File: src/sahi_pkg.sv
package sahi_pkg;
  // clk acts as conversion clock; conversion and start delays in ns
  localparam int CLK_PERIOD_NS = 5;
  localparam int START_DELAY_NS = 95;
  localparam int CONV_TIME_NS = 740;
  localparam int START_DELAY_CYC = (START_DELAY_NS + CLK_PERIOD_NS - 1) / CLK_PERIOD_NS;
  localparam int CONV_TIME_CYC = (CONV_TIME_NS + CLK_PERIOD_NS - 1) / CLK_PERIOD_NS;
  localparam int DATA_W = 12;
  localparam logic [DATA_W-1:0] RESULT_RST = 12'h000;
  localparam logic CHAN_ONE = 1'b0;
  localparam logic CHAN_TWO = 1'b1;
  localparam logic STYLE_INTERRUPT = 1'b0;
  typedef enum {SAHI_IDLE, SAHI_START, SAHI_CONV} sahi_state_t;
endpackage

File: src/sahi_bus_if.sv
`timescale 1ns/10ps
`default_nettype none
interface sahi_bus_if #(parameter int W = 12);
  logic [W-1:0] result;
  logic cs_n;
  logic rd_n;
  logic oe;
  logic eoc_n;
  logic [W-1:0] bus_out;
  logic bus_oe;
  modport core (output result, output cs_n, output rd_n, output oe, output eoc_n, input bus_out, input bus_oe);
  modport drv (input result, input cs_n, input rd_n, input oe, input eoc_n, output bus_out, output bus_oe);
endinterface
`default_nettype wire

File: src/sahi_out_drv.sv
`timescale 1ns/10ps
`default_nettype none
module sahi_out_drv #(
  parameter int W = 12
) (
  input wire logic clk,
  input wire logic rst_n,
  sahi_bus_if.drv bus
);
  logic [W-1:0] bus_out_r;
  logic [W-1:0] bus_out_nxt;
  logic bus_oe_r;
  logic bus_oe_nxt;

  always_comb
  begin
    bus_oe_nxt = bus.oe && !bus.cs_n && !bus.rd_n;
    bus_out_nxt = bus.result;
  end

  always_ff @(posedge clk or negedge rst_n)
  begin
    if (!rst_n)
    begin
      bus_oe_r <= 1'b0;
      bus_out_r <= '0;
    end
    else
    begin
      bus_oe_r <= bus_oe_nxt;
      bus_out_r <= bus_out_nxt;
    end
  end

  assign bus.bus_out = bus_out_r;
  assign bus.bus_oe = bus_oe_r;
endmodule // sahi_out_drv
`default_nettype wire

File: src/sahi_top.sv
// Behaviour
// - channel pick sampled when end-of-conversion falls
// - strobe fall with select low starts conversion
// - completion raises eoc, latches, drops attention in interrupt style
// - high-speed style leaves attention high at completion
// - low pick routes channel one, high two
// - read with select low raises attention
// - bus driven only when enabled and selected
// - eoc low throughout a conversion
`timescale 1ns/10ps
`default_nettype none
module sahi_top #(
  parameter int DATA_W = sahi_pkg::DATA_W,
  parameter int START_CYC = sahi_pkg::START_DELAY_CYC,
  parameter int CONV_CYC = sahi_pkg::CONV_TIME_CYC
) (
  input wire logic clk,
  input wire logic rst_n,
  input wire logic sample_strobe,
  input wire logic cs_n,
  input wire logic rd_n,
  input wire logic oe,
  input wire logic channel_pick,
  input wire logic interface_style_strap,
  input wire logic [DATA_W-1:0] conv_value,
  output logic eoc_n,
  output logic attn_n,
  output logic selected_channel_out,
  output logic [DATA_W-1:0] data_out,
  output logic data_oe
);
  // refuse settings that the counter and the data path cannot serve
  if (DATA_W < 1)
  begin : g_bad_width
    $error("sahi_top: data width must be at least one bit");
  end
  if (START_CYC < 1 || CONV_CYC < 1)
  begin : g_bad_timing
    $error("sahi_top: phase counts must be at least one cycle");
  end

  // one counter serves both phases, so it is sized for their sum
  localparam int CW = $clog2(START_CYC + CONV_CYC + 1);

  sahi_pkg::sahi_state_t state_r;
  sahi_pkg::sahi_state_t state_nxt;
  logic [CW-1:0] cnt_r;
  logic [CW-1:0] cnt_nxt;
  logic strobe_d_r;
  logic strobe_d_nxt;
  logic eoc_n_r;
  logic eoc_n_nxt;
  logic attn_n_r;
  logic attn_n_nxt;
  logic chan_r;
  logic chan_nxt;
  logic [DATA_W-1:0] result_r;
  logic [DATA_W-1:0] result_nxt;
  logic strobe_fall;
  logic take;
  logic conv_begin;
  logic conv_done;
  logic read_act;

  sahi_bus_if #(.W(DATA_W)) bus ();

  assign bus.result = result_r;
  assign bus.cs_n = cs_n;
  assign bus.rd_n = rd_n;
  assign bus.oe = oe;
  assign bus.eoc_n = eoc_n_r;

  sahi_out_drv #(.W(DATA_W)) u_drv (
    .clk(clk),
    .rst_n(rst_n),
    .bus(bus)
  );

  // events shared by the three groups of state below
  always_comb
  begin
    strobe_fall = strobe_d_r && !sample_strobe;
    take = strobe_fall && !cs_n && (state_r == sahi_pkg::SAHI_IDLE);
    conv_begin = (state_r == sahi_pkg::SAHI_START) && (cnt_r == '0);
    conv_done = (state_r == sahi_pkg::SAHI_CONV) && (cnt_r == '0);
    read_act = !rd_n && !cs_n;
  end

  // sequencer: strobe falls while busy are dropped, not queued
  always_comb
  begin
    strobe_d_nxt = sample_strobe;
    state_nxt = state_r;
    cnt_nxt = cnt_r;
    case (state_r)
      sahi_pkg::SAHI_IDLE:
      begin
        if (take)
        begin
          state_nxt = sahi_pkg::SAHI_START;
          cnt_nxt = CW'(START_CYC - 1);
        end
      end
      sahi_pkg::SAHI_START:
      begin
        if (conv_begin)
        begin
          state_nxt = sahi_pkg::SAHI_CONV;
          cnt_nxt = CW'(CONV_CYC - 1);
        end
        else
          cnt_nxt = cnt_r - 1'b1;
      end
      sahi_pkg::SAHI_CONV:
      begin
        if (conv_done)
          state_nxt = sahi_pkg::SAHI_IDLE;
        else
          cnt_nxt = cnt_r - 1'b1;
      end
      default:
        state_nxt = sahi_pkg::SAHI_IDLE;
    endcase
  end

  // strobe history resets to its idle level so no false fall follows reset
  always_ff @(posedge clk or negedge rst_n)
  begin
    if (!rst_n)
    begin
      state_r <= sahi_pkg::SAHI_IDLE;
      cnt_r <= '0;
      strobe_d_r <= 1'b1;
    end
    else
    begin
      state_r <= state_nxt;
      cnt_r <= cnt_nxt;
      strobe_d_r <= strobe_d_nxt;
    end
  end

  // status flags
  always_comb
  begin
    eoc_n_nxt = eoc_n_r;
    attn_n_nxt = attn_n_r;
    if (conv_begin)
      eoc_n_nxt = 1'b0;
    else if (conv_done)
      eoc_n_nxt = 1'b1;
    // completion wins over a concurrent read so the event is not lost
    if (conv_done && (interface_style_strap == sahi_pkg::STYLE_INTERRUPT))
      attn_n_nxt = 1'b0;
    else if (read_act)
      attn_n_nxt = 1'b1;
  end

  always_ff @(posedge clk or negedge rst_n)
  begin
    if (!rst_n)
    begin
      eoc_n_r <= 1'b1;
      attn_n_r <= 1'b1;
    end
    else
    begin
      eoc_n_r <= eoc_n_nxt;
      attn_n_r <= attn_n_nxt;
    end
  end

  // channel choice and result latch
  always_comb
  begin
    chan_nxt = chan_r;
    result_nxt = result_r;
    if (conv_begin)
      chan_nxt = channel_pick ? sahi_pkg::CHAN_TWO : sahi_pkg::CHAN_ONE;
    if (conv_done)
      result_nxt = conv_value;
  end

  always_ff @(posedge clk or negedge rst_n)
  begin
    if (!rst_n)
    begin
      chan_r <= sahi_pkg::CHAN_ONE;
      result_r <= sahi_pkg::RESULT_RST;
    end
    else
    begin
      chan_r <= chan_nxt;
      result_r <= result_nxt;
    end
  end

  assign eoc_n = eoc_n_r;
  assign attn_n = attn_n_r;
  assign selected_channel_out = chan_r;
  assign data_out = bus.bus_out;
  assign data_oe = bus.bus_oe;
endmodule // sahi_top
`default_nettype wire

File: config.mk
export PLATFORM = sky130hd
export DESIGN_NAME = sahi_top
export DESIGN_NICKNAME = d
export VERILOG_FILES = /design/src/sahi_pkg.sv /design/src/sahi_bus_if.sv /design/src/sahi_out_drv.sv /design/src/sahi_top.sv
export SDC_FILE = /design/constraint.sdc
export NUM_CORES = 1
export LEC_CHECK = 0
export ABC_AREA = 0
export BUFFER_PORTS_ARGS = -buffer_cell sky130_fd_sc_hd__buf_2
export CAP_MARGIN = 15
export CORE_ASPECT_RATIO = 0.6
export CORE_MARGIN = 8
export CORE_UTILIZATION = 53
export DETAILED_ROUTE_END_ITERATION = 10
export PLACE_DENSITY = 0.79
export SYNTH_ARGS = -nofsm -noshare
export SYNTH_HDL_FRONTEND = slang
export SYNTH_HIERARCHICAL = 1
export SYNTH_SLANG_ARGS = --single-unit
export TNS_END_PERCENT = 20
File: constraint.sdc
create_clock -name clk -period 2.46 [get_ports clk]
set_clock_uncertainty 0.15 [all_clocks]
set_input_delay 0.246 -clock clk [delete_from_list [all_inputs] [get_ports clk]]
set_output_delay 0.246 -clock clk [all_outputs]
set_load 0.02 [all_outputs]
Word-level counts from Yosys, hierarchy flattened
Index checks and enable logic that the tools add are counted.
Widths: inputs -> output; s select.

operators by class
  add/subtract/negate cells = 1
  equal/unequal tests = 8
  reduce and logical (&&, ||, !) cells = 20
  mux-type cells = 13
  bitwise operators = 1

operators with widths
  operator             count
  $mux 32              3
  $pmux 32 s3          1
  $eq 32x2->1 const B  2
  $logic_not 32->1     2
  $eq 32x1->1 const B  1
  $eq 32x3->1 const B  1
  $mux 8               3
  $pmux 8 s3           1
  $logic_and 1x1->1    9
  $logic_not 8->1      1
  $ne 2x2->1 const B   4
  $sub 8x1->8 const B  1
  $reduce_and 3->1     2
  $mux 1               5
  $reduce_bool 2->1    2
  $logic_not 1->1      3
  $reduce_bool 3->1    1
  $not 1->1            1

word-level totals
  logic and storage cells = 52
  output and inout bits = 16
  input bits = 20
  bits in registers = 69

Depth between registers and ports, before layout
Gate-level depths: netlist of run 1.

  word-level depth = 6
  depth in mapped cells = 7
  gate-level depth less buffers = 6

Hierarchy
Netlist of run 1, hierarchy kept.

by module, submodules not included
  module        sequential area each (µm²)  area an instance (µm²)  cells each  times used
  sahi_top      654.4                       1307.5                  108         1
  sahi_out_drv  325.3                       337.8                   14          1

Worst setup path after synthesis of run 1
Ideal clock, no wire load.

  kind = reg-to-reg
  from = register strobe_d_r
  to = register cnt_r[0]
  library setup time = 125 ps
  data required time = 2185 ps
  path buffers = 0
  data arrival time = 1550 ps
  stages on the path, launching flop included = 5
  slack = 635 ps
  clock period less this slack = 1825 ps
  path through = dfstp_2 > or3b_2 > a21oi_4 > nand2_1 > mux2_2

between the ends
  word-level cells in the longest chain between the ends = 5

ends and longest elaborated chain
  item                            RTL line         RTL
  from (decl)                     sahi_top.sv:49   logic strobe_d_r;
  from (signal assigned)          sahi_top.sv:139  strobe_d_r <= strobe_d_nxt;
  $logic_and 1x1->1               sahi_top.sv:82   strobe_fall = strobe_d_r && !sample_strobe;
  $logic_and 1x1->1 (2 in a row)  sahi_top.sv:83   take = strobe_fall && !cs_n && (state_r == sahi_pkg::SAHI_IDLE);
  $ne 2x2->1 (no line)            n/a
  $reduce_and 3->1 (no line)      n/a
  to (signal assigned)            sahi_top.sv:138  cnt_r <= cnt_nxt;
  to (decl)                       sahi_top.sv:47   logic [CW-1:0] cnt_r;

Every way passes these cells.
A chain may end at the register's enable or synchronous reset.

Final worst setup path of run 1
  from = register cnt_r[0]
  to = register cnt_r[3]

between the ends
  word-level cells in the longest chain between the ends = 4
  elaborated cells between the ends (all ways) = 9
  classes of those cells = add/sub: 1; eq/ne: 1; mux: 3; reduce/logical: 4

ends and longest elaborated chain
  item
  parallel branches: the longest is 4 deep, another holds $sub 8x1->8

Parallel ways; which one is timed is not known. The select of a mux whose other input is x is not followed.

==> results of run 1 <==
[metrics by stage]
step | instances | hold WS, ps
4_1_cts | 211 | 32.8
5_1_grt | 211 | 27.0
3_3_place_gp | 199 | 204
3_5_place_dp | 199 | 208
6_report | 211 | 41.2
2_1_floorplan | 122 | -200
[timing repair]
item | in CTS | in global routing
hold endpoints to repair | 38 | 0
hold buffers | 4 | 0
setup endpoints to repair | 0 | 0
[placed cells by master (no fill, tap or decap), types with 2 or more instances in the layout]
master	synthesis	final
buf_4	0	2
nor3_1	2	2
a21oi_1	7	7
o31ai_1	2	2
dfrtp_1	36	36
o21ai_0	5	5
a21o_1	2	2
inv_1	8	8
nor2_1	6	6
nor3b_2	2	2
ha_1	5	5
dlygate4sd3_1	0	4
nand2_1	5	5
mux2_2	9	9
a21boi_0	2	2
buf_2	1	35
nand3_1	2	2
a221oi_1	2	2
o211ai_1	2	2
mux2_4	6	6
dfstp_2	3	3
clkbuf_8	0	5
[cell families (layout without fill, tap and decap cells)]
kind of cell	after synthesis	in the layout	synth area share, %
AO/OA/AOI/OAI	29	29	12.4
multiplexers	15	15	11.6
adder cells (fa/ha/maj)	5	5	3.80
flip-flops	39	39	59.5
AND/OR/NAND/NOR	24	24	9.81
buffers and inverters	10	57	2.81
[power breakdown]
part | switching (mW) | internal (mW)
Sequential | 0.175 | 0.937
Combinational | 0.693 | 0.525
Clock | 0.214 | 0.302
[sequential cells by signal, indices dropped and copies added (netlist names)]
name,cells
strobe_d_r,1
eoc_n,1
bus.result,12
u_drv/bus.bus_oe,1
u_drv/bus.bus_out,12
attn_n,1
selected_channel_out,1
cnt_r,8
state_r,2
[final timing paths]
kind / startpoint / end / slack, ps / depth (start not counted)
max: cnt_r[0]$_DFFE_PN0P_ / cnt_r[3]$_DFFE_PN0P_ / 300 / 7
min: conv_value[11] / bus.result[11]$_DFFE_PN0P_ / 40 / 2
max reg2reg: cnt_r[0]$_DFFE_PN0P_ / cnt_r[3]$_DFFE_PN0P_ / 300 / 7
min reg2reg: bus.result[4]$_DFFE_PN0P_ / u_drv/bus.bus_out[4]$_DFF_PN0_ / 220 / 0
max in group asynchronous: rst_n / cnt_r[5]$_DFFE_PN0P_ / 1210 / 2
min in group asynchronous: rst_n / cnt_r[0]$_DFFE_PN0P_ / 440 / 2
[final cells by class]
| class | count | share of cell area, % |
|---|---|---|
| sequential | 39 | 48.4 |
| multi-input combinational | 73 | 30.6 |
| timing repair buffer | 41 | 11.4 |
| clock buffer | 5 | 3.40 |
| tap | 42 | 2.60 |
| clock inverter | 3 | 2.16 |
| inverter | 8 | 1.48 |
[critical path, delay by kind of cell (launching register included)]
family	cells	cell delay, ps
AOI/OAI and AO/OA	2	460
adders and majority gates	1	190
DFF	1	420
buffers and inverters	2	310
and+or+nand+nor	2	520
[metal layers]
layer	track usage [%]	share of wire [%]
met5	0	0
met4	3.88	0.51
met3	5.12	6.7
met2	21.5	48
met1	17.9	45
==> flow_summary_export.csv, run 1 <==
group,metric,value,unit
worst_setup_path,critPathMaxFanout,11,
floorplan,die-area,0.00520,mm²
synth,synth_top_cell_area_share,54.8,%
clock_network,ctsResizeCount,0,
global_routing,grt_max_degree,40,
worst_setup_path,cpPeakStageDelay,420,ps
worst_setup_path,critPathArrivalTime,2180,ps
global_routing,grt_pass1_wl,5.50,mm
clock_network,cts_buffer_depth,2,
worst_setup_path,path_class,"reg2reg",
floorplan,core_area,0.00291,mm²
sta,setup_ws,302,ps
power,total_power,2.85,mW
clock_network,path_clk_slew,70,ps
placed_design,gp_congestion,0.951,
placed_design,hpwl,2.47,mm
sta,tns,0,ps
placed_design,dpl_cell_area,0.00187,mm²
clock_network,cts_post_setup_buffers_inserted,0,
final_layout,fillCellCount,220,
clock_network,cts.sinks,39,
sta,worst_slew_pin_slew,816,ps
floorplan,die_y,59.2,µm
clock_network,cts_buffers,5,
sta,fmax,0.463,GHz
worst_setup_path,end_kind,"flop",
worst_setup_path,required,2480,ps
final_layout,final_area,0.00202,mm²
global_routing,grtUsageTotal,14.0,%
floorplan,ios,36,
synth,synthFlopType,"dfrtp_1",
placed_design,place.port_buffers,35,
worst_hold_path,min_path_type,"in2reg",
detailed_routing,drt-wirelength-per-cell,15.8,µm
clock_network,h-tree-depth,2,
floorplan,rows,15,
sta,rsz0062_at_grt,"no",
synth,yosysSeqAreaShare,59.5,%
sta,final-setup-viol-count,0,
detailed_routing,drc_errors,0,
synth,syn_area_per_cell,13.5,µm²
global_routing,first_global_vias,1122,
detailed_routing,dr.pass1.iters,4,
synth,netlist_top_cells_area,"dfrtp_1 (55%), mux2_2 (6.2%), mux2_4 (5.5%)",
synth,ys_ff_latch,39,
synth,ys_warn_count,6,
synth,ys_types,34,
final_layout,multi_input_area,619,µm²
synth,synth_commonest_cells,"dfrtp_1 (36), mux2_2 (9), inv_1 (8), a21oi_1 (7)",
final_layout,utilization,69.6,%
sta,maxSlewViolCount,0,
sta,maxSlewHeadroom,45.6,%
global_routing,overflow,0,
sta,period_needed,2160,ps
synth,async_flop_share,100,%
detailed_routing,routed_via_density,5.23,
worst_setup_path,start_kind,"flop",
synth,synth_most_common_cell,"dfrtp_1",
detailed_routing,drt_wl_total,3.32,mm
synth,syn_area,0.00165,mm²
clock_network,root_buffer,"clkbuf_8",
detailed_routing,antenna_left,0,
power,irDropWorstVdd,0.702,mV
placed_design,place_ws,330,ps
final_layout,drive_gt1_share,41.4,%
final_layout,antenna_cells,0,
clock_network,clk_latency,290,ps
worst_setup_path,worst_path_max_delay_cell,"dfrtp_1",
floorplan,die_x,87.9,µm
sta,period_share,87.7,%
final_layout,nNetsFinal,193,
final_layout,ff_latch_area,980,µm²
synth,synthCells,122,
synth,synth_area_leader_cell,"dfrtp_1",
flow_run,maxCapViolations,0,
status,status,"complete, no violations",
global_routing,antenna_found_initial,0,
detailed_routing,num_vias,1103,
power,p_leak,0.972,nW
power,power_density,1410,mW/mm²
synth,syn_nets,147,
synth,synth-edff-count,0,
final_layout,area_growth_syn_to_layout,23.0,%
clock_network,cts_tree,"yes",
detailed_routing,drt-initial-drc-count,49,
sta,hold_viol,0,
worst_setup_path,path_cells,"inv_1 > ha_1 > nor3b_2 > buf_4 > and2_1 > o311ai_0 > a21bo_2",
floorplan,initial_utilization,56.6,%
Note: power is estimated with default switching activity, not from simulation.
==> run 2: changes to the inputs <==
--- a/config.mk
+++ b/config.mk
@@ -9,10 +9,10 @@
 export BUFFER_PORTS_ARGS = -buffer_cell sky130_fd_sc_hd__buf_2
 export CAP_MARGIN = 15
 export CORE_ASPECT_RATIO = 0.6
-export CORE_MARGIN = 8
+export CORE_MARGIN = 2
 export CORE_UTILIZATION = 53
 export DETAILED_ROUTE_END_ITERATION = 10
-export PLACE_DENSITY = 0.79
+export PLACE_DENSITY = 0.84
 export SYNTH_ARGS = -nofsm -noshare
 export SYNTH_HDL_FRONTEND = slang
 export SYNTH_HIERARCHICAL = 1
==> constraint.sdc (replaced) <==
create_clock -name clk -period 2.46 [get_ports clk]
set_clock_uncertainty 0.15 [all_clocks]
set_input_delay 0.246 -clock clk [delete_from_list [all_inputs] [get_ports clk]]
set_output_delay 0.246 -clock clk [all_outputs]
set_load 0.005 [all_outputs]
==> run 2 against run 1 <==
- worst setup slack gained 58 ps
- critical path depth is 1 lower
- clock-buffer cell count up 1
- non-clock buffer count stayed put
- sequential share of layout area is 0.67 points higher
- hold slack worse by 7.0 ps
- power decreased by 8.4%
- final cell count stayed put
- die area decreased by 31%
- critical endpoint is now cnt_r[0]$_DFFE_PN0P_
==> flow_summary_export.csv, run 2 (synthesis gave the netlist of run 1 again) <==
group,metric,value,unit
floorplan,core_area,0.00291,mm²
clock_network,cts_post_setup_buffers_inserted,0,
worst_setup_path,critPathArrivalTime,2120,ps
floorplan,die_y,47.2,µm
sta,rsz0062_at_grt,"no",
detailed_routing,dr.pass1.iters,4,
global_routing,grtUsageMet1,27.0,%
clock_network,path_clk_slew,70,ps
sta,fmax,0.476,GHz
floorplan,ios,36,
clock_network,h-tree-depth,2,
worst_setup_path,cp_top_family,"buffers and inverters",
sta,tns,0,ps
worst_hold_path,min_path_type,"in2reg",
clock_network,root_buffer,"clkbuf_8",
detailed_routing,drt-initial-drc-count,100,
worst_setup_path,r2r_end,"cnt_r[3]$_DFFE_PN0P_",
detailed_routing,num_vias,1157,
global_routing,first_global_vias,1062,
worst_setup_path,start_kind,"primary input",
status,status,"complete, no violations",
detailed_routing,drt_wl_total,3.22,mm
sta,period_share,85.4,%
power,p_leak,0.955,nW
sta,whs,34.2,ps
detailed_routing,drt-wirelength-per-cell,15.2,µm
detailed_routing,antenna_left,0,
worst_setup_path,startpoint,"sample_strobe",
worst_setup_path,cpPeakStageDelay,540,ps
final_layout,antenna_cells,0,
worst_setup_path,r2r_start,"cnt_r[0]$_DFFE_PN0P_",
worst_setup_path,end_kind,"flop",
global_routing,grt_max_degree,40,
detailed_routing,routed_via_density,5.48,
clock_network,ctsResizeCount,0,
clock_network,cts.sinks,39,
floorplan,rows,15,
worst_setup_path,path_cells,"dlygate4sd3_1 > buf_2 > or3b_2 > a21oi_4 > nand2_1 > mux2_2",
power,power_density,1310,mW/mm²
global_routing,met3_usage,7.50,%
global_routing,grt_pass1_wl,5.29,mm
floorplan,initial_utilization,56.6,%
worst_setup_path,worst_path_max_delay_cell,"dlygate4sd3_1",
global_routing,grt_use_met2,29.6,%
global_routing,grtUsageTotal,20.1,%
worst_setup_path,critPathMaxFanout,5,
worst_setup_path,path_class,"in2reg",
detailed_routing,drc_errors,0,
placed_design,hpwl,2.24,mm
sta,hold_viol,0,
clock_network,holdBufCountCts,4,
clock_network,cts_buffers,5,
worst_setup_path,cp-endpoint,"cnt_r[0]$_DFFE_PN0P_",
flow_run,maxCapViolations,0,
final_layout,final_cell_mix,"dfrtp_1 (36), buf_2 (35), mux2_2 (9)",
final_layout,area_growth_syn_to_layout,21.4,%
final_layout,nNetsFinal,193,
placed_design,place.port_buffers,35,
worst_setup_path,r2r_slack,370,ps
global_routing,grt_busiest_layer,"met2",
clock_network,clk_latency,290,ps
power,irDropWorstVdd,0.660,mV
placed_design,gp_congestion,0.966,
worst_setup_path,required,2480,ps
sta,worst_slew_pin_slew,823,ps
sta,maxSlewViolCount,0,
clock_network,cts_buffer_depth,2,
worst_setup_path,critPathBufInv,2,
floorplan,die-area,0.00358,mm²
final_layout,layout_commonest_cell,"dfrtp_1",
floorplan,die_x,75.9,µm
sta,maxSlewHeadroom,45.1,%
final_layout,drive_gt1_share,40.8,%
clock_network,cts_tree,"yes",
final_layout,fillCellCount,201,
worst_setup_path,r2r_cells,7,
sta,final-setup-viol-count,0,
global_routing,antenna_found_initial,0,
worst_setup_path,critical_path_depth,6,
sta,period_needed,2100,ps
global_routing,overflow,0,
power,total_power,2.61,mW
run 2: changes by cell type in the layout (fill, tap and decap cells not counted), sizes merged:
cell      delta
bufinv       -1
clkbuf       +1
clkinv       -1
clkinvlp     +1
run 2: worst min path at each step:
stage                                    from                        endpoint  slack, ps  depth (start not counted)
finish                          conv_value[1]       bus.result[1]$_DFFE_PN0P_         30                          2
global route                    conv_value[6]       bus.result[6]$_DFFE_PN0P_         20                          2
CTS                             conv_value[1]       bus.result[1]$_DFFE_PN0P_         20                          2
detailed placement  bus.result[6]$_DFFE_PN0P_  u_drv/bus.bus_out[6]$_DFF_PN0_        210                          0
global placement    bus.result[8]$_DFFE_PN0P_  u_drv/bus.bus_out[8]$_DFF_PN0_        210                          0
floorplan                               rst_n       bus.result[0]$_DFFE_PN0P_       -200                          0
run 2: power by group:
part	switching (mW)	internal [mW]	total, mW	leakage [nW]
combinational	0.561	0.521	1.08	0.447
clock	0.217	0.198	0.415	0.0412
sequential	0.172	0.937	1.11	0.466
total	0.951	1.66	2.61	0.955
run 2: area by class of cell:
cell class                      count  area (µm²)  share of cell area, %
Clock buffer                        6        72.6                   3.63
Clock inverter                      2        12.5                  0.627
Inverter                            8        30.0                   1.50
Multi-Input combinational cell     73         619                   31.0
Sequential cell                    39         980                   49.1
Tap cell                           42        52.6                   2.63
Timing Repair Buffer               41         230                   11.5
run 2: metrics by stage:
| step | cell area, µm² | cells | utilization, % | setup WS [ps] |
|---|---|---|---|---|
| after floorplan | 1650 | 122 | - | 635 |
| after global placement | 1870 | 199 | 64.3 | 439 |
| after detailed placement | 1870 | 199 | 64.3 | 387 |
| after CTS | 2000 | 211 | 68.6 | 384 |
| after global routing | 2000 | 211 | 68.6 | 223 |
| final | 2000 | 211 | 68.6 | 360 |
run 2: worst register-to-register path, delay by kind of cell (launching register included):
family | cells | cell delay (ps)
buffers and inverters | 2 | 300
flip-flops | 1 | 420
AND/OR/NAND/NOR | 2 | 540
AO/OA/AOI/OAI | 2 | 410
adder cells (fa/ha/maj) | 1 | 180
run 2: layer usage:
| metal | wire [µm] | part of all wire [%] |
|---|---|---|
| met4 | 47 | 1.5 |
| met3 | 260 | 8.1 |
| met1 | 1420 | 44 |
| met5 | 0 | 0 |
| met2 | 1490 | 46 |
